===== src/core/teal_regs.svh =====
// register indices, field positions and reset values of the tape error and attention logic
`ifndef TEAL_REGS_SVH
`define TEAL_REGS_SVH

`define TEAL_IDX_CTRL 5'h00
`define TEAL_IDX_STAT 5'h01
`define TEAL_IDX_ERR 5'h02
`define TEAL_IDX_MAINT 5'h03
`define TEAL_IDX_SERVICE_REQUEST_LINE_SUM 5'h04
// octal 11; indices above this one do not exist
`define TEAL_IDX_TAPE_CTL 5'h09

`define TEAL_CTL_GO 0
`define TEAL_CTL_FN_LSB 1
`define TEAL_CTL_FN_MSB 5
`define TEAL_TC_ABORT_EN 12

`define TEAL_ST_BUSY 0
`define TEAL_ST_SLAVE_CHG 1
`define TEAL_ST_END_MARK 12
`define TEAL_ST_MOL 13
`define TEAL_ST_COMPOSITE 14
`define TEAL_ST_SERVICE_REQUEST_LINE 15

`define TEAL_EB_BAD_FN 0
`define TEAL_EB_BAD_REG 1
`define TEAL_EB_MOD_REFUSED 2
`define TEAL_EB_CTL_PAR 3
`define TEAL_EB_FORMAT 4
`define TEAL_EB_DATA_PAR 5
`define TEAL_EB_VPAR 6
`define TEAL_EB_LCHK 7
`define TEAL_EB_FRAME_CNT 9
`define TEAL_EB_UNRUNNABLE 11
`define TEAL_EB_TIMING 12
`define TEAL_EB_OP_INCOMPLETE 13
`define TEAL_EB_NOT_SAFE 14
`define TEAL_EB_CCHK 15

`define TEAL_INVALID_MASK 16'h7001
`define TEAL_DATA_MASK 16'h80e0

`define TEAL_ERR_RST 16'h0000
`define TEAL_REG16_RST 16'h0000
`define TEAL_FN_RST 5'h00

`endif


===== src/core/teal_pkg.sv =====
// types of the tape error and attention logic
package teal_pkg;

   typedef enum logic [2:0] {
      TEAL_IDLE = 3'b000,
      TEAL_MOTION = 3'b001,
      TEAL_XSTART = 3'b010,
      TEAL_XFER = 3'b011,
      TEAL_WEND = 3'b100
   } teal_state_e;

   typedef enum logic [4:0] {
      TEAL_FN_NOP = 5'h00,
      TEAL_FN_REWIND = 5'h03,
      TEAL_FN_DRV_CLEAR = 5'h04,
      TEAL_FN_ERASE = 5'h0a,
      TEAL_FN_WR_MARK = 5'h0b,
      TEAL_FN_SPACE_FWD = 5'h0c,
      TEAL_FN_SPACE_REV = 5'h0d,
      TEAL_FN_WR_CHECK = 5'h14,
      TEAL_FN_WRITE = 5'h18,
      TEAL_FN_READ_FWD = 5'h1c,
      TEAL_FN_READ_REV = 5'h1f
   } teal_func_e;

endpackage : teal_pkg


===== src/core/teal_attention_unit.sv =====
// error, attention and exception logic of one tape formatter drive
//
// Summary of operation
// RL1: erase, space, tape mark completion flag attention
// RL2: rewind start flags attention immediately
// RL3: go with error present flags attention
// RL4: op end after error or slave change
// RL5: op end after end marker flags attention
// RL6: controller reads summary, services, clears flags
// RL7: controller reads status, then error register
// RL8: controller polls slaves on slave change
// RL9: error during transfer raises fault line
// RL10: read error ends block, tape read continues
// RL11: write error ends block, gap, stop
// RL12: transfer tried with prior error ends block
// RL13: error during transfer start ends block
// RL14: unsafe, incomplete, timing, bad function end block
// RL15: data errors end block only when enabled
// RL16: bits 00-05 hold bus and format errors
// RL17: bits 11, 12, 14 hold drive errors
// RL18: frame count bit 09, incomplete bit 13
// RL19: lost medium or low AC sets unsafe
// RL20: reads only bad register; summary writes limited
// RL21: other writes raise three errors only
// RL22: control load with composite fault is refused
// RL23: summary read drives flag on unit line
// RL24: summary write high bit clears flag
// RL25: service request follows the attention flag
`timescale 1ns/100ps
`include "teal_regs.svh"
module teal_attention_unit (
   input wire logic sys_clk_i,
   input wire logic rst_i,
   input wire logic [2:0] unit_num_i,
   input wire logic drive_sel_match_i,
   input wire logic reg_strobe_i,
   input wire logic reg_write_i,
   input wire logic [4:0] reg_sel_i,
   input wire logic [15:0] ctl_data_i,
   input wire logic ctl_parity_err_i,
   output logic [15:0] ctl_data_o,
   output logic ctl_oe_o,
   output logic reg_ack_o,
   output logic service_request_line_o,
   output logic drive_busy_line_o,
   output logic transfer_fault_line_o,
   output logic end_of_block_line_o,
   output logic motion_start_o,
   output logic [4:0] function_o,
   output logic write_end_o,
   input wire logic op_done_i,
   input wire logic gap_done_i,
   input wire logic medium_on_line_i,
   input wire logic ac_power_low_i,
   input wire logic end_marker_i,
   input wire logic slave_change_i,
   input wire logic format_err_i,
   input wire logic data_parity_err_i,
   input wire logic frame_count_err_i,
   input wire logic unrunnable_err_i,
   input wire logic timing_err_i,
   input wire logic op_incomplete_err_i,
   input wire logic vpar_err_i,
   input wire logic lchk_err_i,
   input wire logic cchk_err_i
);

   teal_pkg::teal_state_e state_q;
   teal_pkg::teal_func_e fn_q;
   teal_pkg::teal_func_e fn_new;
   logic attention_active_flag_q;
   logic slave_change_flag_q;
   logic op_event_q;
   logic fault_q;
   logic ebl_q;
   logic ebl_sent_q;
   logic go_q;
   logic [15:0] maint_q;
   logic [15:0] tape_ctl_q;
   logic [15:0] err_q;
   logic [15:0] err_set;
   logic composite_fault;
   logic acc_ok, rd, wr, legal, wr_ok, busy_any, xfer_busy;
   logic ctl_load, go_load, prior_fault_block, fn_ok, fn_data, fn_write, fn_motion;
   logic ilf_set, ilr_set, rmr_set, control_parity_error_set, start, drv_clear;
   logic any_err_set, invalid, ebl_fire, op_end, service_request_line_set, service_request_line_clear, abort_wr;

   assign fn_new = teal_pkg::teal_func_e'(ctl_data_i[`TEAL_CTL_FN_MSB:`TEAL_CTL_FN_LSB]);

   always_comb begin
      fn_ok = 1'b1;
      case (fn_new)
         teal_pkg::TEAL_FN_NOP, teal_pkg::TEAL_FN_REWIND, teal_pkg::TEAL_FN_DRV_CLEAR,
         teal_pkg::TEAL_FN_ERASE, teal_pkg::TEAL_FN_WR_MARK, teal_pkg::TEAL_FN_SPACE_FWD,
         teal_pkg::TEAL_FN_SPACE_REV, teal_pkg::TEAL_FN_WR_CHECK, teal_pkg::TEAL_FN_WRITE,
         teal_pkg::TEAL_FN_READ_FWD, teal_pkg::TEAL_FN_READ_REV: fn_ok = 1'b1;
         default: fn_ok = 1'b0;
      endcase
   end

   assign fn_data = (fn_new == teal_pkg::TEAL_FN_WR_CHECK) || (fn_new == teal_pkg::TEAL_FN_WRITE) ||
                    (fn_new == teal_pkg::TEAL_FN_READ_FWD) || (fn_new == teal_pkg::TEAL_FN_READ_REV);
   assign fn_write = (fn_q == teal_pkg::TEAL_FN_WRITE);
   assign fn_motion = (fn_q == teal_pkg::TEAL_FN_ERASE) || (fn_q == teal_pkg::TEAL_FN_WR_MARK) ||
                      (fn_q == teal_pkg::TEAL_FN_SPACE_FWD) || (fn_q == teal_pkg::TEAL_FN_SPACE_REV);

   // summary register answers without a drive select
   assign acc_ok = reg_strobe_i & (drive_sel_match_i | (reg_sel_i == `TEAL_IDX_SERVICE_REQUEST_LINE_SUM)); // see RL23
   assign rd = acc_ok & ~reg_write_i;
   assign wr = acc_ok & reg_write_i;
   assign legal = (reg_sel_i <= `TEAL_IDX_TAPE_CTL);
   assign busy_any = (state_q != teal_pkg::TEAL_IDLE);
   assign xfer_busy = (state_q == teal_pkg::TEAL_XSTART) || (state_q == teal_pkg::TEAL_XFER) ||
                      (state_q == teal_pkg::TEAL_WEND);

   assign ilr_set = acc_ok & ~legal; // see RL20
   assign control_parity_error_set = wr & ctl_parity_err_i; // see RL20
   assign wr_ok = wr & legal & ~ctl_parity_err_i;
   // summary and maintenance writes never refuse, so they raise no modify error
   assign rmr_set = wr_ok & busy_any &
                    ((reg_sel_i == `TEAL_IDX_CTRL) || (reg_sel_i == `TEAL_IDX_TAPE_CTL)); // see RL21
   assign ctl_load = wr_ok & ~busy_any & (reg_sel_i == `TEAL_IDX_CTRL);
   assign go_load = ctl_load & ctl_data_i[`TEAL_CTL_GO];
   assign prior_fault_block = go_load & composite_fault; // see RL22
   assign ilf_set = go_load & ~composite_fault & ~fn_ok;
   assign start = go_load & ~composite_fault & fn_ok;
   assign drv_clear = start & (fn_new == teal_pkg::TEAL_FN_DRV_CLEAR);

   always_comb begin
      err_set = 16'h0000;
      err_set[`TEAL_EB_BAD_FN] = ilf_set; // see RL16
      err_set[`TEAL_EB_BAD_REG] = ilr_set; // see RL16
      err_set[`TEAL_EB_MOD_REFUSED] = rmr_set; // see RL16
      err_set[`TEAL_EB_CTL_PAR] = control_parity_error_set; // see RL16
      err_set[`TEAL_EB_FORMAT] = format_err_i; // see RL16
      err_set[`TEAL_EB_DATA_PAR] = data_parity_err_i; // see RL16
      err_set[`TEAL_EB_VPAR] = vpar_err_i;
      err_set[`TEAL_EB_LCHK] = lchk_err_i;
      err_set[`TEAL_EB_CCHK] = cchk_err_i;
      err_set[`TEAL_EB_FRAME_CNT] = frame_count_err_i; // see RL18
      err_set[`TEAL_EB_OP_INCOMPLETE] = op_incomplete_err_i; // see RL18
      err_set[`TEAL_EB_UNRUNNABLE] = unrunnable_err_i; // see RL17
      err_set[`TEAL_EB_TIMING] = timing_err_i; // see RL17
      err_set[`TEAL_EB_NOT_SAFE] = ~medium_on_line_i | ac_power_low_i; // see RL17 see RL19
   end

   teal_error_reg #(
      .WIDTH(16)
   ) u_err (
      .sys_clk_i(sys_clk_i),
      .rst_i(rst_i),
      .set_i(err_set),
      .clear_i(drv_clear),
      .err_o(err_q),
      .composite_o(composite_fault)
   );

   assign any_err_set = |err_set;
   assign invalid = (|(err_set & `TEAL_INVALID_MASK)) | // see RL14
                    ((|(err_set & `TEAL_DATA_MASK)) & tape_ctl_q[`TEAL_TC_ABORT_EN]); // see RL15
   assign abort_wr = fn_write & (((state_q == teal_pkg::TEAL_XSTART) & any_err_set) |
                                 ((state_q == teal_pkg::TEAL_XFER) & invalid));
   assign op_end = (((state_q == teal_pkg::TEAL_MOTION) || (state_q == teal_pkg::TEAL_XFER)) & op_done_i & ~abort_wr) |
                   ((state_q == teal_pkg::TEAL_WEND) & gap_done_i);

   always_ff @(posedge sys_clk_i or posedge rst_i) begin
      if (rst_i) begin
         state_q <= teal_pkg::TEAL_IDLE;
      end else begin
         case (state_q)
            teal_pkg::TEAL_IDLE: begin
               if (start && fn_data) begin
                  state_q <= teal_pkg::TEAL_XSTART;
               end else if (start && ((fn_new == teal_pkg::TEAL_FN_ERASE) ||
                                      (fn_new == teal_pkg::TEAL_FN_WR_MARK) ||
                                      (fn_new == teal_pkg::TEAL_FN_SPACE_FWD) ||
                                      (fn_new == teal_pkg::TEAL_FN_SPACE_REV))) begin
                  state_q <= teal_pkg::TEAL_MOTION;
               end
            end
            teal_pkg::TEAL_MOTION: begin
               if (op_done_i) begin
                  state_q <= teal_pkg::TEAL_IDLE;
               end
            end
            teal_pkg::TEAL_XSTART: begin
               state_q <= abort_wr ? teal_pkg::TEAL_WEND : teal_pkg::TEAL_XFER;
            end
            teal_pkg::TEAL_XFER: begin
               // a read keeps running to its normal end after the block is cut
               if (abort_wr) begin
                  state_q <= teal_pkg::TEAL_WEND; // see RL11
               end else if (op_done_i) begin
                  state_q <= teal_pkg::TEAL_IDLE; // see RL10
               end
            end
            teal_pkg::TEAL_WEND: begin
               if (gap_done_i) begin
                  state_q <= teal_pkg::TEAL_IDLE; // see RL11
               end
            end
            default: state_q <= teal_pkg::TEAL_IDLE;
         endcase
      end
   end

   always_ff @(posedge sys_clk_i or posedge rst_i) begin
      if (rst_i) begin
         fn_q <= teal_pkg::TEAL_FN_NOP;
         go_q <= 1'b0;
         motion_start_o <= 1'b0;
      end else begin
         motion_start_o <= start & (fn_new != teal_pkg::TEAL_FN_NOP) & (fn_new != teal_pkg::TEAL_FN_DRV_CLEAR);
         if (ctl_load) begin
            fn_q <= fn_new;
         end
         // load refused for an error present leaves go clear
         if (start && (fn_data || (fn_new == teal_pkg::TEAL_FN_ERASE) || (fn_new == teal_pkg::TEAL_FN_WR_MARK) ||
                       (fn_new == teal_pkg::TEAL_FN_SPACE_FWD) || (fn_new == teal_pkg::TEAL_FN_SPACE_REV))) begin
            go_q <= 1'b1;
         end else if (op_end || prior_fault_block) begin
            go_q <= 1'b0; // see RL22
         end
      end
   end

   // events seen while an operation runs, reported at its end
   always_ff @(posedge sys_clk_i or posedge rst_i) begin
      if (rst_i) begin
         op_event_q <= 1'b0;
      end else if (start) begin
         op_event_q <= 1'b0;
      end else if (busy_any && (any_err_set || slave_change_i || end_marker_i)) begin
         op_event_q <= 1'b1; // see RL4 see RL5
      end
   end

   assign service_request_line_set = prior_fault_block | ilf_set | // see RL3 see RL22
                     (start & (fn_new == teal_pkg::TEAL_FN_REWIND)) | // see RL2
                     (op_end & (fn_motion | op_event_q | any_err_set | slave_change_i | end_marker_i)); // see RL1 see RL4 see RL5
   assign service_request_line_clear = (wr_ok & (reg_sel_i == `TEAL_IDX_SERVICE_REQUEST_LINE_SUM) & ctl_data_i[unit_num_i]) | drv_clear; // see RL24

   always_ff @(posedge sys_clk_i or posedge rst_i) begin
      if (rst_i) begin
         attention_active_flag_q <= 1'b0;
         slave_change_flag_q <= 1'b0;
      end else begin
         attention_active_flag_q <= service_request_line_set | (attention_active_flag_q & ~service_request_line_clear); // see RL24
         slave_change_flag_q <= slave_change_i | (slave_change_flag_q & ~drv_clear);
      end
   end

   assign service_request_line_o = attention_active_flag_q; // see RL25

   always_ff @(posedge sys_clk_i or posedge rst_i) begin
      if (rst_i) begin
         fault_q <= 1'b0;
      end else if (xfer_busy && any_err_set) begin
         fault_q <= 1'b1; // see RL9
      end else if (start || op_end) begin
         fault_q <= 1'b0;
      end
   end

   // end of block is one pulse per transfer
   assign ebl_fire = (prior_fault_block & fn_data) | // see RL12
                     (~ebl_sent_q & (((state_q == teal_pkg::TEAL_XSTART) & any_err_set) | // see RL13
                                     (((state_q == teal_pkg::TEAL_XFER) | (state_q == teal_pkg::TEAL_WEND)) & invalid)));

   always_ff @(posedge sys_clk_i or posedge rst_i) begin
      if (rst_i) begin
         ebl_q <= 1'b0;
         ebl_sent_q <= 1'b0;
      end else begin
         ebl_q <= ebl_fire;
         if (start) begin
            ebl_sent_q <= 1'b0;
         end else if (ebl_fire) begin
            ebl_sent_q <= 1'b1;
         end
      end
   end

   always_ff @(posedge sys_clk_i or posedge rst_i) begin
      if (rst_i) begin
         maint_q <= `TEAL_REG16_RST;
         tape_ctl_q <= `TEAL_REG16_RST;
      end else if (wr_ok && (reg_sel_i == `TEAL_IDX_MAINT)) begin
         maint_q <= ctl_data_i;
      end else if (wr_ok && !busy_any && (reg_sel_i == `TEAL_IDX_TAPE_CTL)) begin
         tape_ctl_q <= ctl_data_i;
      end
   end

   always_ff @(posedge sys_clk_i or posedge rst_i) begin
      if (rst_i) begin
         ctl_data_o <= 16'h0000;
         ctl_oe_o <= 1'b0;
         reg_ack_o <= 1'b0;
      end else begin
         reg_ack_o <= acc_ok;
         ctl_oe_o <= rd & legal;
         ctl_data_o <= 16'h0000;
         if (rd) begin
            if (reg_sel_i == `TEAL_IDX_CTRL) begin
               ctl_data_o <= {10'h000, fn_q, go_q};
            end else if (reg_sel_i == `TEAL_IDX_STAT) begin
               ctl_data_o <= {attention_active_flag_q, composite_fault, medium_on_line_i, end_marker_i,
                              10'h000, slave_change_flag_q, drive_busy_line_o};
            end else if (reg_sel_i == `TEAL_IDX_ERR) begin
               ctl_data_o <= err_q;
            end else if (reg_sel_i == `TEAL_IDX_MAINT) begin
               ctl_data_o <= maint_q;
            end else if (reg_sel_i == `TEAL_IDX_SERVICE_REQUEST_LINE_SUM) begin
               ctl_data_o <= {15'h0000, attention_active_flag_q} << unit_num_i; // see RL23
            end else if (reg_sel_i == `TEAL_IDX_TAPE_CTL) begin
               ctl_data_o <= tape_ctl_q;
            end
         end
      end
   end

   assign drive_busy_line_o = xfer_busy; // see RL22
   assign transfer_fault_line_o = fault_q;
   assign end_of_block_line_o = ebl_q;
   assign write_end_o = (state_q == teal_pkg::TEAL_WEND);
   assign function_o = fn_q;
endmodule : teal_attention_unit


===== src/core/teal_error_reg.sv =====
// sticky error flags with composite fault
`timescale 1ns/100ps
`include "teal_regs.svh"
module teal_error_reg #(
   parameter int WIDTH = 16
) (
   input wire logic sys_clk_i,
   input wire logic rst_i,
   input wire logic [WIDTH-1:0] set_i,
   input wire logic clear_i,
   output logic [WIDTH-1:0] err_o,
   output logic composite_o
);

   localparam logic [WIDTH-1:0] RST_VAL = WIDTH'(`TEAL_ERR_RST);

   genvar i;
   generate
      for (i = 0; i < WIDTH; i++) begin : g_bit
         // a new error in the clearing cycle survives
         always_ff @(posedge sys_clk_i or posedge rst_i) begin
            if (rst_i) begin
               err_o[i] <= RST_VAL[i];
            end else begin
               err_o[i] <= set_i[i] | (err_o[i] & ~clear_i);
            end
         end
      end
   endgenerate

   assign composite_o = |err_o; // see RL22

endmodule : teal_error_reg


===== config.mk =====
export PLATFORM = sky130hd
export DESIGN_NAME = teal_attention_unit
export DESIGN_NICKNAME = d
export VERILOG_FILES = /design/src/core/teal_pkg.sv /design/src/core/teal_attention_unit.sv /design/src/core/teal_error_reg.sv
export VERILOG_INCLUDE_DIRS = /design/src /design/src/core
export SDC_FILE = /design/constraint.sdc
export NUM_CORES = 1
export LEC_CHECK = 0
export ABC_AREA = 0
export BUFFER_PORTS_ARGS = -buffer_cell sky130_fd_sc_hd__buf_4
export CELL_PAD_IN_SITES_DETAIL_PLACEMENT = 1
export CELL_PAD_IN_SITES_GLOBAL_PLACEMENT = 1
export CORE_MARGIN = 3
export CORE_UTILIZATION = 43
export CTS_CLUSTER_SIZE = 24
export DETAILED_ROUTE_END_ITERATION = 10
export PLACE_DENSITY = 0.76
export SLEW_MARGIN = 20
export SYNTH_ARGS = -nofsm -noshare
export SYNTH_HDL_FRONTEND = slang
export SYNTH_HIERARCHICAL = 1
export SYNTH_SLANG_ARGS = --single-unit

===== constraint.sdc =====
create_clock -name sys_clk_i -period 2.6 [get_ports sys_clk_i]
set_input_delay 0.26 -clock sys_clk_i [delete_from_list [all_inputs] [get_ports sys_clk_i]]
set_output_delay 0.26 -clock sys_clk_i [all_outputs]
set_load 0.005 [all_outputs]

==> results of run 1 <==
-- power breakdown --
| group | leakage [nW] | total, mW | switching [mW] | internal [mW] |
|---|---|---|---|---|
| combinational | 1.20 | 0.303 | 0.174 | 0.129 |
| clock | 0.0799 | 0.875 | 0.517 | 0.358 |
| sequential | 1.05 | 1.32 | 0.0198 | 1.30 |
-- worst min-delay path by stage --
stage / depth (start not counted) / from / to
2_1_floorplan: 1 / rst_i / u_err/err_o[0]
3_3_place_gp: 2 / rst_i / u_err/err_o[9]
3_5_place_dp: 2 / rst_i / u_err/err_o[9]
4_1_cts: 2 / lchk_err_i / u_err/err_o[7]
5_1_grt: 2 / lchk_err_i / u_err/err_o[7]
6_report: 2 / lchk_err_i / u_err/err_o[7]
-- kinds of logic after synthesis --
| kind of cell | count (synthesis) | share of synthesized area, % |
|---|---|---|
| AND/OR/NAND/NOR | 129 | 17.1 |
| AO/OA/AOI/OAI | 106 | 17.3 |
| flip-flops | 82 | 49.3 |
| multiplexers | 39 | 10.4 |
| buffers and inverters | 37 | 4.00 |
| adder cells (fa/ha/maj) | 4 | 1.20 |
| XOR/XNOR | 3 | 0.632 |
| other | 1 | 0.0901 |
-- worst max-delay path: stages (launching register included) --
cell	delay (ns)
dfrtp_1	0.45
or3_4	0.45
nor2_4	0.14
nand3_4	0.11
or4_4	0.55
nor4_4	0.31
inv_4	0.15
a21o_2	0.22
-- placed cells by master (no fill, tap or decap), types with 5 or more instances in the layout --
cell	count
a211oi_1	6
a21o_1	15
a21oi_1	19
a31oi_1	5
buf_4	92
clkbuf_8	9
dfrtp_1	82
inv_1	14
mux2_2	34
mux2i_1	5
nand2_1	37
nand3_1	9
nor2_1	23
nor2b_1	5
nor3_1	10
nor4_1	8
o21ai_0	25
or3_1	5
-- routing by layer --
layer / track usage (%) / up-vias / part of all wire, %
li1: - / 1625 / -
met2: 38.4 / 112 / 47
met5: 0 / - / 0
met4: 7.69 / 0 / 2.1
met3: 4.35 / 25 / 6.1
met1: 33.5 / 1784 / 45
-- stage by stage --
step / TNS [ns] / utilization, %
floorplan: 0 / -
global placement: 0 / 52.8
detailed placement: -0.0330 / 52.8
CTS: 0 / 54.8
global route: 0 / 55.0
finish: 0 / 55.0
-- what timing repair did --
| item | in CTS | in global routing |
|---|---|---|
| endpoints found under the setup margin | 0 | 16 |
| gates resized for setup | 0 | 3 |
| endpoints found under the hold margin | 16 | 0 |
| hold buffers | 1 | 0 |
| buffers inserted | 0 | 1 |
-- registers in the layout (all words and copies together), names as in the netlist --
register                count
ctl_data_o                 16
ebl_sent_q                  1
ctl_oe_o                    1
op_event_q                  1
go_q                        1
tape_ctl_q                 16
service_request_line_o      1
u_err/err_o                16
motion_start_o              1
transfer_fault_line_o       1
state_q                     3
reg_ack_o                   1
function_o                  5
slave_change_flag_q         1
end_of_block_line_o         1
maint_q                    16
-- synthesized netlist by cell type, types with 4 or more instances --
| cell type | count | area [sq um] |
|---|---|---|
| a22oi_1 | 4 | 30.0 |
| mux2_2 | 34 | 383 |
| a31oi_1 | 5 | 31.3 |
| ha_1 | 4 | 50.1 |
| nor4_1 | 8 | 50.1 |
| a221oi_1 | 4 | 35.0 |
| mux2i_1 | 5 | 50.1 |
| nor2_1 | 23 | 86.3 |
| o2bb2ai_1 | 4 | 35.0 |
| a211oi_1 | 6 | 45.0 |
| clkbuf_1 | 14 | 52.6 |
| o21ai_0 | 25 | 125 |
| nand3_1 | 9 | 45.0 |
| nor3_1 | 10 | 50.1 |
| inv_1 | 15 | 56.3 |
| nand4_1 | 4 | 25.0 |
| nor2b_1 | 5 | 31.3 |
| a21o_1 | 15 | 113 |
| a21oi_1 | 19 | 95.1 |
| or3_1 | 6 | 37.5 |
| dfrtp_1 | 82 | 2050 |
| nand2_1 | 37 | 139 |
-- final cells by class --
cell class	instances	area [sq um]	share of cell area, %
repair buffers	94	721	14.1
multi-input cells	283	1960	38.1
well taps	129	161	3.15
flip-flops and latches	82	2050	40.0
clock inverters	6	48.8	0.951
clock buffers	10	128	2.49
inverters	16	62.6	1.22
==> out/results.ini, run 1 <==
[floorplan]
die_y_um = 104
die_area_sq_um = 10900
rows = 35
die_w_um = 104
start_util_pct = 44.6
io-pin-count = 74
core-area_sq_um = 9330

[yosys]
synth.avg_cell_area_sq_um = 10.4
yosys_warnings = 6
synth_flop_cell = dfrtp_1
netlist_area_sq_um = 4160
synth-seq-cells = 82
seq_area_frac_synth_pct = 49.3
netlist_instances = 401
async_flop_share_pct = 100
ys_types = 61
synth_edf_count = 0

[grt]
grt_max_degree = 35
antenna_found_initial = 0
grt_first_pass_wirelength_mm = 20.6
grtUsageTotal_pct = 24.1
gr-total-overflow = 0
grt_pass1_vias = 3761

[setup_path]
worstSetupEndpoint = u_err/err_o[12]
critPathArrivalTime_ns = 2.75
endpoint_kind = flop
cp_data_required_time_ns = 2.85
reg2reg_to = u_err/err_o[12]
crit_path_start = state_q[2]
crit_type = reg2reg
reg2reg_depth = 7
crit_fanout = 16
reg2reg_slack_ns = 0.1
worstReg2RegStart = state_q[2]
critPathLaunchType = flop

[placed_design]
placed_cells = 602
portBuffers = 73
place_area_sq_um = 4920
preCtsSetupSlack_ns = -0.0244
gp_congestion = 0.853
dp_hpwl_mm = 9.71

[sta]
setup_viol = 0
fmaxAchievable_mhz = 400
fin_ws_ns = 0.0991
worstMarginPinSlew_ns = 0.738
clock_skew_ns = 0.0114
rsz0062_at_grt = no
hold_viol_final = 0
holdWs_ns = 0.0863
post-route-min-period_ns = 2.50
fin_crit_sh_pct = 96.2
slew_violations = 0
max_slew_margin_pct = 50.7

[clock_network]
clk_pin_slew_ns = 0.09
cts_tree = yes
numCtsBuffers = 9
clockRootBuffer = clkbuf_8
clk_latency_ns = 0.36
htreeDepth = 3
clock_sinks = 82
cts_buffer_depth = 2

[drt]
drc = 0
wl_per_cell_um = 20.9
drt_iter0_markers = 241
firstDrtPassIters = 4
vias_per_cell = 5.72
antenna_left = 0
routed_wl_mm = 12.9
vias = 3546

[outcome]
status = finished, final reports clean

[layout]
drive_gt1_share_pct = 32.6
fin_cells = 620
post-route-cell-area_sq_um = 5130
diodes = 0
syn_to_final_growth_pct = 23.3
num-nets-final = 535
fillers = 1077

[power]
power_mw = 2.50
power_density_nw_per_um2 = 487
p_leak_nw = 2.33
ir_drop_uv = 254

[job]
maxCapViolations = 0

[worst_hold_path]
hold_path.class = in2reg

Power figures use the tool's default switching activity.
==> inputs of run 2 (changes only) <==
--- a/config.mk
+++ b/config.mk
@@ -12,4 +12,5 @@
 export CELL_PAD_IN_SITES_GLOBAL_PLACEMENT = 1
-export CORE_MARGIN = 3
+export CORE_MARGIN = 2
 export CORE_UTILIZATION = 43
+export CTS_BUF_LIST = sky130_fd_sc_hd__clkbuf_16
 export CTS_CLUSTER_SIZE = 24
==> constraint.sdc (replaced) <==
create_clock -name sys_clk_i -period 2.6 [get_ports sys_clk_i]
set_input_delay 0.52 -clock sys_clk_i [delete_from_list [all_inputs] [get_ports sys_clk_i]]
set_output_delay 0.52 -clock sys_clk_i [all_outputs]
set_load 0.005 [all_outputs]
==> out/results.ini, run 2 (synthesis gave the netlist of run 1 again) <==
[outcome]
status = finished, final reports clean

[clock_network]
cts_buffer_depth = 2
clk_latency_ns = 0.34
htreeDepth = 3
numCtsBuffers = 9
clock_sinks = 82
clockRootBuffer = clkbuf_16
cts_tree = yes
clk_pin_slew_ns = 0.06
cts_setup_buffers = 0

[layout]
diodes = 0
multi_input_area_sq_um = 1980
final-seq-area_sq_um = 2050
num-nets-final = 545
fillers = 1068
layout_commonest_cell = buf_4
drive_gt1_share_pct = 35.3
layout_common_cells = 104 x buf_4, 82 x dfrtp_1, 37 x nand2_1, 34 x mux2_2, 25 x o21ai_0
syn_to_final_growth_pct = 29.1

[floorplan]
start_util_pct = 44.6
die_area_sq_um = 10500
rows = 35
core-area_sq_um = 9330
die_w_um = 102
io-pin-count = 74
die_y_um = 102

[grt]
use_met3_pct = 4.38
gr-total-overflow = 0
grt_first_pass_wirelength_mm = 20.8
grt_pass1_vias = 3889
busiest_layer = met2
grt_max_degree = 35
grt_util_met2_pct = 48.4
antenna_found_initial = 0
grtUsageTotal_pct = 26.5
grt_use_met1_pct = 32.7

[sta]
hold_viol_final = 0
setup_viol = 0
clock_skew_ns = 0.00575
holdWs_ns = 0.287
fin_crit_sh_pct = 95.5
fmaxAchievable_mhz = 403
rsz0062_at_grt = no
post-route-min-period_ns = 2.48
worstMarginPinSlew_ns = 0.706
setup_tns_ns = 0
max_slew_margin_pct = 51.7
slew_violations = 0

[drt]
vias_per_cell = 5.73
antenna_left = 0
vias = 3609
wl_per_cell_um = 20.4
drt_iter0_markers = 152
routed_wl_mm = 12.9
firstDrtPassIters = 4
drc = 0

[worst_hold_path]
hold_path.class = in2async

[setup_path]
max_stage_delay_ns = 0.61
endpoint_kind = flop
crit_slowest_cell = or4_4
crit_type = reg2reg
crit_fanout = 16
cp_data_required_time_ns = 2.82
critPathLaunchType = flop
path_cells = nor4_1 -> nand4_1 -> or4_4 -> nor4_4 -> inv_4 -> a21o_2
critPathArrivalTime_ns = 2.71

[power]
p_sw_uw = 753
sw_frac_of_total_pct = 24.7
p_comb_share_pct = 10.6
power_frac_clock_pct = 46.1
seq_power_share_pct = 43.3
p_int_mw = 2.30
power_density_nw_per_um2 = 568
ir_drop_uv = 392
p_leak_nw = 2.46

[job]
maxCapViolations = 0

[placed_design]
dp_hpwl_mm = 9.56
portBuffers = 73
gp_congestion = 0.887

[run 2: cell types whose count changed in the layout (fill, tap and decap cells not counted), sizes merged]
cell,change
clkbuf,-1
clkinvlp,-3
bufinv,+2
buf,+11
clkinv,+2
dlygate4sd3,-1
[run 2: power groups by stage]
stage | Sequential [mW] | Clock (mW) | Combinational [mW]
after floorplan | 1.34 | 0 | 0.161
after global placement | 1.34 | 0 | 0.310
after detailed placement | 1.35 | 0 | 0.321
after CTS | 1.32 | 1.42 | 0.324
after global routing | 1.32 | 1.47 | 0.351
final | 1.32 | 1.40 | 0.322
[run 2: repair_timing]
item	in CTS	in global routing
endpoints found under the setup margin	0	1
resized for setup	0	2
hold buffers	0	0
[run 2: final timing paths]
| check | from | to | slack, ns | depth (start not counted) |
|---|---|---|---|---|
| setup reg to reg | u_err/err_o[12] | u_err/err_o[12] | 0.12 | 6 |
| setup / recovery | u_err/err_o[12] | u_err/err_o[12] | 0.12 | 6 |
| hold reg to reg | ebl_sent_q | end_of_block_line_o | 0.47 | 1 |
| max in group asynchronous | rst_i | u_err/err_o[8] | 1.87 | 2 |
| min in group sys_clk_i | unrunnable_err_i | u_err/err_o[11] | 0.38 | 2 |
| hold / removal | rst_i | tape_ctl_q[12] | 0.29 | 3 |
[run 2: per-layer routing]
metal / part of all wire [%] / wire length (um)
met5: 0 / 0
met2: 53 / 6820
met3: 4.2 / 543
met4: 1.2 / 151
met1: 42 / 5350
[run 2: critical path, delay by kind of cell (launching register included)]
family | cells | cell delay, ns
flops | 1 | 0.41
compound gates | 1 | 0.23
simple gates | 4 | 1.57
buf+inv | 1 | 0.16
[run 2: cell type report]
type                       instances  share of cell area [%]
sequential                        82                    38.2
clock inverter                     7                    1.86
inverter                          16                    1.35
tap                              129                    3.01
multi-input combinational        283                    36.8
timing repair buffer             104                    14.5
clock buffer                       9                    4.19
[run 2: metrics by stage]
stage	std cells	instance area (sq um)	total power, mW	setup slack [ns]	utilization (%)
2_1_floorplan	402	4210	1.50	-0.0271	-
6_report	630	5370	3.05	0.117	57.6
3_3_place_gp	614	5040	1.65	-0.0793	54.1
3_5_place_dp	614	5040	1.67	-0.130	54.1
5_1_grt	630	5370	3.15	0.00739	57.6
4_1_cts	630	5370	3.07	0.105	57.5
